--- src/design/adc_ctrl_pkg.sv ---
// constants for the converter input control block
package adc_ctrl_pkg;
  // register offsets are not multiples of four: kept as indices, byte address is index*4
  localparam logic [7:0] input_control_index = 8'hda;
  localparam logic [7:0] data_high_index = 8'hdd;
  localparam logic [7:0] input_control_reset = 8'h00;
  localparam logic [7:0] data_high_reset = 8'h00;
  localparam int addr_width = 10;
  // input control fields
  localparam int connect_bit = 7;
  localparam int internal_reference_select_bit = 6;
  localparam int trig_hi = 5;
  localparam int trig_lo = 4;
  localparam int differential_enable_bit = 3;
  localparam int chan_hi = 2;
  localparam int chan_lo = 0;
  // trigger source codes
  localparam logic [1:0] trig_software = 2'h0;
  localparam logic [1:0] trig_timer0 = 2'h1;
  localparam logic [1:0] trig_timer1 = 2'h2;
  localparam logic [1:0] trig_timer2 = 2'h3;
  localparam logic [1:0] htrans_nonseq = 2'h2;
  localparam logic [2:0] hsize_word = 3'h2;
  typedef enum logic [1:0] {
    bus_idle = 2'b01,
    bus_data = 2'b10
  } bus_state_t;
endpackage

--- src/design/reg_access_if.sv ---
// register access strobes between bus slave and register file
`timescale 1ns/100ps
`default_nettype none
interface reg_access_if;
  logic wr_en;
  logic [7:0] wr_index;
  logic [7:0] wr_data;
  logic [7:0] rd_index;
  logic [7:0] rd_data;
  modport slave (output wr_en, output wr_index, output wr_data, output rd_index,
    input rd_data);
  modport regs (input wr_en, input wr_index, input wr_data, input rd_index,
    output rd_data);
endinterface
`default_nettype wire

--- src/design/ahb_reg_slave.sv ---
// ahb-lite slave front end
`timescale 1ns/100ps
`default_nettype none
module ahb_reg_slave
  import adc_ctrl_pkg::*;
(
  input wire logic hclk,
  input wire logic hresetn,
  input wire logic hsel,
  input wire logic [31:0] haddr,
  input wire logic [1:0] htrans,
  input wire logic hwrite,
  input wire logic [2:0] hsize,
  input wire logic hready,
  input wire logic [31:0] hwdata,
  output logic [31:0] hrdata,
  reg_access_if.slave acc
);
  bus_state_t state;
  bus_state_t next_state;
  logic pend_write;
  logic next_pend_write;
  logic [7:0] pend_index;
  logic [7:0] next_pend_index;
  logic [31:0] next_hrdata;
  logic take;

  assign take = hsel && hready && (htrans == htrans_nonseq) && (hsize == hsize_word);

  always_comb begin
    next_state = take ? bus_data : bus_idle;
    next_pend_write = take && hwrite;
    next_pend_index = take ? haddr[addr_width-1:2] : pend_index;
    next_hrdata = hrdata;
    if (take && !hwrite) begin
      next_hrdata = {24'h000000, acc.rd_data};
    end
  end

  assign acc.rd_index = haddr[addr_width-1:2];
  assign acc.wr_en = (state == bus_data) && pend_write;
  assign acc.wr_index = pend_index;
  assign acc.wr_data = hwdata[7:0];

  always_ff @(posedge hclk or negedge hresetn) begin
    if (!hresetn) begin
      state <= bus_idle;
      pend_write <= 1'b0;
      pend_index <= 8'h00;
      hrdata <= 32'h00000000;
    end else begin
      state <= next_state;
      pend_write <= next_pend_write;
      pend_index <= next_pend_index;
      hrdata <= next_hrdata;
    end
  end
endmodule
`default_nettype wire

--- src/design/adc_input_control_regs.sv ---
// converter input control and data high registers with ahb-lite access
//
// Design decision made here: the AHB-Lite register port.
`timescale 1ns/100ps
`default_nettype none
// Overview of operation
// reset clears the input control register to zero.
// with connect low no analog input reaches the converter.
// with connect high the channel selected by the code is routed to the converter.
// software clears connect before changing the channel code.
// the reference bit picks the internal reference when one, the supply when zero.
// the differential bit picks differential mode and changes channel decoding.
// a selected timer starts a conversion on each of its overflows.
// trigger code 00 is software, 01 timer 0, 10 timer 1, 11 timer 2.
module adc_input_control_regs
  import adc_ctrl_pkg::*;
(
  input wire logic hclk,
  input wire logic hresetn,
  input wire logic hsel,
  input wire logic [31:0] haddr,
  input wire logic [1:0] htrans,
  input wire logic hwrite,
  input wire logic [2:0] hsize,
  input wire logic hready,
  input wire logic [31:0] hwdata,
  output logic [31:0] hrdata,
  output logic hreadyout,
  output logic hresp,
  input wire logic [7:0] result_high,
  input wire logic result_load,
  input wire logic go_bit,
  input wire logic timer0_overflow,
  input wire logic timer1_overflow,
  input wire logic timer2_overflow,
  output logic [7:0] positive_input_enable,
  output logic [7:0] negative_input_enable,
  output logic half_supply_negative,
  output logic internal_reference_select,
  output logic differential_enable,
  output logic conversion_start
);
  ////////////////////////////////////////////////////////////////////////////////
  reg_access_if acc ();
  logic [7:0] input_control;
  logic [7:0] next_input_control;
  logic [7:0] data_high;
  logic [7:0] next_data_high;
  logic [7:0] next_pos;
  logic [7:0] next_neg;
  logic next_half;
  logic next_start;
  logic trig_hit;

  ahb_reg_slave u_slave (
    .hclk(hclk),
    .hresetn(hresetn),
    .hsel(hsel),
    .haddr(haddr),
    .htrans(htrans),
    .hwrite(hwrite),
    .hsize(hsize),
    .hready(hready),
    .hwdata(hwdata),
    .hrdata(hrdata),
    .acc(acc)
  );

  ////////////////////////////////////////////////////////////////////////////////
  // register file
  always_comb begin
    case (acc.rd_index)
      input_control_index: acc.rd_data = input_control;
      data_high_index: acc.rd_data = data_high;
      default: acc.rd_data = 8'h00;
    endcase
  end

  always_comb begin
    next_input_control = input_control;
    if (acc.wr_en && acc.wr_index == input_control_index) begin
      next_input_control = acc.wr_data;
    end
    next_data_high = result_load ? result_high : data_high;
  end

  ////////////////////////////////////////////////////////////////////////////////
  // input routing, reference and trigger
  function automatic logic [7:0] one_hot8(input logic [2:0] idx);
    one_hot8 = 8'h01 << idx;
  endfunction

  always_comb begin
    next_pos = 8'h00;
    next_neg = 8'h00;
    next_half = 1'b0;
    if (input_control[connect_bit]) begin
      if (!input_control[differential_enable_bit]) begin
        next_pos = one_hot8(input_control[chan_hi:chan_lo]);
        next_half = 1'b1;
      end else if (!input_control[chan_hi]) begin
        // pairs: code k uses pins 2k and 2k+1, codes 4..7 reserved
        next_pos = one_hot8({input_control[chan_hi-1:chan_lo], 1'b0});
        next_neg = one_hot8({input_control[chan_hi-1:chan_lo], 1'b1});
      end
    end
    // connect low leaves all enables at zero
    case (input_control[trig_hi:trig_lo])
      trig_software: trig_hit = go_bit;
      trig_timer0: trig_hit = timer0_overflow;
      trig_timer1: trig_hit = timer1_overflow;
      trig_timer2: trig_hit = timer2_overflow;
      default: trig_hit = 1'b0;
    endcase
    next_start = trig_hit;
  end

  always_ff @(posedge hclk or negedge hresetn) begin
    if (!hresetn) begin
      input_control <= input_control_reset;
      data_high <= data_high_reset;
      positive_input_enable <= 8'h00;
      negative_input_enable <= 8'h00;
      half_supply_negative <= 1'b0;
      internal_reference_select <= 1'b0;
      differential_enable <= 1'b0;
      conversion_start <= 1'b0;
      hreadyout <= 1'b1;
      hresp <= 1'b0;
    end else begin
      input_control <= next_input_control;
      data_high <= next_data_high;
      positive_input_enable <= next_pos;
      negative_input_enable <= next_neg;
      half_supply_negative <= next_half;
      internal_reference_select <= input_control[internal_reference_select_bit];
      differential_enable <= input_control[differential_enable_bit];
      conversion_start <= next_start;
      hreadyout <= 1'b1;
      hresp <= 1'b0;
    end
  end
endmodule
`default_nettype wire

--- config.mk ---
export PLATFORM = sky130hd
export DESIGN_NAME = adc_input_control_regs
export DESIGN_NICKNAME = d
export VERILOG_FILES = /design/src/design/adc_ctrl_pkg.sv /design/src/design/reg_access_if.sv /design/src/design/ahb_reg_slave.sv /design/src/design/adc_input_control_regs.sv
export SDC_FILE = /design/constraint.sdc
export NUM_CORES = 1
export LEC_CHECK = 0
export BUFFER_PORTS_ARGS = -buffer_cell sky130_fd_sc_hd__clkbuf_2
export CELL_PAD_IN_SITES_DETAIL_PLACEMENT = 1
export CELL_PAD_IN_SITES_GLOBAL_PLACEMENT = 1
export CORE_ASPECT_RATIO = 0.7
export CORE_MARGIN = 4
export CORE_UTILIZATION = 34
export CTS_BUF_LIST = sky130_fd_sc_hd__clkbuf_4 sky130_fd_sc_hd__clkbuf_8 sky130_fd_sc_hd__clkbuf_16
export CTS_CLUSTER_SIZE = 30
export DETAILED_ROUTE_END_ITERATION = 7
export PLACE_DENSITY_LB_ADDON = 0.1
export RECOVER_POWER = 100
export SYNTH_ARGS = -nofsm -noshare
export SYNTH_HDL_FRONTEND = slang
export SYNTH_SLANG_ARGS = --single-unit
--- constraint.sdc ---
create_clock -name hclk -period 3.1 [get_ports hclk]
set_input_delay 0.465 -clock hclk [delete_from_list [all_inputs] [get_ports hclk]]
set_output_delay 0.465 -clock hclk [all_outputs]
set_load 0.02 [all_outputs]
* After elaboration in Yosys (flattened, before gate mapping)
Index checks and enable logic that the tools add are counted.
** Storage, ports and cells
- Register bits :: 55
- Input port bits :: 87
- Output and inout port bits :: 54
- Word-level logic and storage cells :: 44
** Cells by class
- Eq/ne operators :: 9
- Shift-type cells :: 3
- Mux-type cells :: 11
- Reductions and logical operators :: 9
** Operators by type and width (count)
- $mux 8 :: 6
- $eq 8x8->1 const B :: 3
- $shl 1x3->8 const A :: 3
- $pmux 8 s2 :: 1
- $eq 2x2->1 const B :: 4
- $logic_and 1x1->1 :: 7
- $pmux 1 s4 :: 1
- $eq 3x2->1 const B :: 1
- $eq 2x1->1 const B :: 1
- $logic_not 2->1 :: 1
- $mux 1 :: 2
- $mux 2 :: 1
- $logic_not 1->1 :: 1

* Logic depth before layout (Yosys ltp)
- Depth in word-level cells :: 4
- Mapped depth :: 4
- Gate-level depth less buffers :: 3

* By module
A second synthesis with hierarchy kept.
** Second synthesis, totals
- Cell total of the unflattened synthesis :: 198
- Area total of the unflattened synthesis :: 2433.6 µm²
** Modules (own cells, without submodules)
- adc_input_control_regs :: times used 1, cells each 112, area an instance 1381.3 µm², sequential area each 800.8 µm²
- ahb_reg_slave :: times used 1, cells each 86, area an instance 1052.3 µm², sequential area each 476.7 µm²

* Worst setup path after synthesis
Ideal clock, no wire load.
- Path type :: input to register
- Start point :: input port hsize[2]
- End point :: register u_slave.pend_index[1] (netlist: u_slave.acc.wr_index[1])
- Setup time :: 125 ps
- Data arrival time :: 1449 ps
- Path slack :: 1526 ps
- Stages :: 4
- Path buffers :: 1
- Path through :: nand4bb_1 > nor3_1 > buf_2 > mux2_2
** On the way
- Longest elaborated chain between the ends :: 2
** Ends and longest elaborated chain
- from (decl) :: RTL line adc_input_control_regs.sv:24 : input wire logic [2:0] hsize,
- $eq 3x2->1 :: RTL line ahb_reg_slave.sv:28 : assign take = hsel && hready && (htrans == htrans_nonseq) && (hsize == hsize_word);
- $logic_and 1x1->1 :: RTL line ahb_reg_slave.sv:28
- to (signal assigned) :: RTL line ahb_reg_slave.sv:54 : pend_index <= next_pend_index;
- to (decl) :: RTL line ahb_reg_slave.sv:23 : logic [7:0] pend_index;
No other way between the ends.
A chain may end at the register's enable or synchronous reset.

* Final worst setup path
- Start point :: register u_slave.state[0]
- End point :: register input_control[2]
** On the way
- Longest elaborated chain between the ends :: 3
** Ends and longest elaborated chain
- from (decl) :: RTL line ahb_reg_slave.sv:19 : bus_state_t state;
- from (signal assigned) :: RTL line ahb_reg_slave.sv:47 : state <= bus_idle;
- from (signal assigned) :: RTL line ahb_reg_slave.sv:52 : state <= next_state;
- $eq 2x2->1 :: RTL line ahb_reg_slave.sv:41 : assign acc.wr_en = (state == bus_data) && pend_write;
- $logic_and 1x1->1 :: RTL line ahb_reg_slave.sv:41
- $logic_and 1x1->1 :: RTL line adc_input_control_regs.sv:81 : if (acc.wr_en && acc.wr_index == input_control_index) begin
- to (signal assigned) :: RTL line adc_input_control_regs.sv:120 : input_control <= input_control_reset;
- to (signal assigned) :: RTL line adc_input_control_regs.sv:131 : input_control <= next_input_control;
- to (decl) :: RTL line adc_input_control_regs.sv:45 : logic [7:0] input_control;
No other way between the ends.

==> flow_summary.yaml <==
routing:
  drc_errors: 0
  routed_wl_um: 5060
  vias: 1456
  drtAntennaViolNets: 0
  routed_via_density: 4.41
  firstDrtPassIters: 4
  drt_iter0_drc: 67
  wl_per_cell_um: 15.3
worst_hold_path:
  hp-class: "in -> reg"
cts:
  cts_buffers: 5
  ctsResizeCount: 0
  cts_root_buffer: "clkbuf_8"
  path_clk_slew_ns: 0.10
  hold_buffers: 0
  htreeDepth: 2
  post-cts-setup-buffers: 0
  cts_tree: "done"
  cts.path.max_buffers: 2
  clk_latency_ns: 0.30
  cts_sinks: 51
global_routing:
  grt_pass1_wl_um: 8020
  track_usage_pct: 12.6
  grt_max_degree: 35
  antenna_found_initial: 0
  grt-ovfl-total: 0
  grt_pass1_vias: 1466
layout:
  post_route_cells_drive_above_1_share_pct: 31.0
  register_area_um2: 1280
  syn_to_final_growth_pct: 14.8
  fillers: 733
  insertedDiodeCount: 0
  multi_input_area_um2: 808
  fin_nets: 325
  final_core_util_pct: 40.9
worst_setup_path:
  critPathMaxFanout: 8
  required_ns: 3.29
  critPathLaunchType: "flop"
  end_kind: "flop"
  critical_path_arrival_ns: 2.39
  setup.worst_path.class: "reg -> reg"
logic_synthesis:
  synth_cells: 176
  synth_common_cells: "dfrtp_1, buf_4, mux2_2"
  synth_area_leader_cell: "dfrtp_1"
  netlist_area_um2: 2250
  yosysTopAreaCellShare_pct: 55.5
  synth_area_leaders: "dfrtp_1, mux2_2, buf_4"
  syn_area_per_cell_um2: 12.8
  synth_edf_count: 0
  ys.flop_type: "dfrtp_1"
  synth_warnings: 0
  synth.yosys.seq_area_share_pct: 56.7
  synth.distinct_cells: 30
  synth_most_common_cell: "dfrtp_1"
  ys_seq_elements: 51
  async_flop_share_pct: 100
timing:
  fin_tns_setup_ns: 0
  finalCritPeriodShare_pct: 71.0
  slew_viol_final: 35
  min_period_ns: 2.20
  finalSetupViolCount: 0
  clock.fmax_mhz: 454
  hold_viol: 0
  tightest_slew_ns: 1.77
  worst_hold_slack_ns: 0.386
  rsz0062_at_grt: "false"
  skew_ns: 0.00717
  slew_headroom_pct: -17.8
placement:
  portBuffers: 62
  hpwl_um: 3800
  place.gp.congestion: 0.730
floorplanning:
  core-area_um2: 6340
  placementRows: 24
  die_h_um: 76.1
  start_util_pct: 35.6
  pin_count: 141
  dieArea_um2: 8020
  fp.dieW_um: 105
flow_run:
  max_cap_violations: 1
pwr:
  ir_drop_uv: 141
  leakage_nw: 1.22
  powerDensity_nw_per_um2: 465
  total_power_w: 0.00120
status:
  status: "complete, but fails checks"
  violations: "max-capacitance violations, max-slew violations"
## metrics by stage
stage | cells | worst slack [ns] | area, um^2
5_1_grt | 330 | 0.748 | 2590
3_3_place_gp | 322 | 1.23 | 2550
6_report | 330 | 0.899 | 2590
4_1_cts | 330 | 1.20 | 2640
2_1_floorplan | 204 | 1.53 | 2360
3_5_place_dp | 322 | 1.22 | 2550
## layout by cell type, fill, tap and decap left out, drive strengths merged, types with 3 or more instances in the layout
cell type  count
clkbuf        71
dfrtp         50
conb          30
mux2          24
nand2          8
a22oi          8
o2bb2ai        8
nor3b          5
nor2           4
and3b          3
nand4bb        3
nor3           3
nand3b         3
a21oi          3
## worst max-delay path: stages (launching register included)
cell,delay (ns)
dfstp_2,0.37
nand4b_1,0.22
nor4_2,1.08
mux2_2,0.42
## cell type report
cell class                      instances  share of cell area, %
Sequential cell                        51                   49.3
Multi-Input combinational cell        113                   31.2
Timing Repair Buffer                   66                   11.5
Tap cell                               91                   4.40
Clock buffer                            6                   2.95
Clock inverter                          2                  0.483
Inverter                                1                  0.145
## state kept, by name (all words and copies together) (netlist names)
name and cells:
internal_reference_select 1, u_slave.hrdata 8, differential_enable 1, u_slave.state 2, u_slave.acc.wr_index 8, conversion_start 1
positive_input_enable 8, negative_input_enable 4, half_supply_negative 1, data_high 8, u_slave.pend_write 1, input_control 8
## worst paths after layout
check / startpoint / to / slack (ns) / depth (start not counted)
min: hwdata[0] / input_control[0] / 0.39 / 2
min in group asynchronous: hresetn / differential_enable / 0.62 / 1
max in group asynchronous: hresetn / u_slave.acc.wr_index[0] / 1.20 / 2
min reg2reg: input_control[6] / internal_reference_select / 0.42 / 0
max: u_slave.state[0] / input_control[2] / 0.90 / 3
max reg2reg: u_slave.state[0] / input_control[2] / 0.90 / 3
## kinds of logic after synthesis
group	synth area share, %
AND/OR/NAND/NOR	11.8
AO/OA/AOI/OAI	6.44
flip-flops	56.7
multiplexers	13.0
other	0.333
buffers and inverters	11.8
## layer usage
layer  vias to the layer above  track usage [%]  wire length [um]
li1                        677                -                 -
met1                       714             19.2              2580
met2                        61             17.8              2110
met3                         4             3.13               331
met4                         0             3.15                40
met5                         -                0                 0
## report_power, final
part | switching (W) | leakage (nW) | internal [W]
sequential | 0.0000139 | 0.683 | 0.000690
combinational | 0.0000698 | 0.492 | 0.0000440
clock | 0.000218 | 0.0446 | 0.000167
total | 0.000302 | 1.22 | 0.000901
Power figures use the tool's default switching activity.
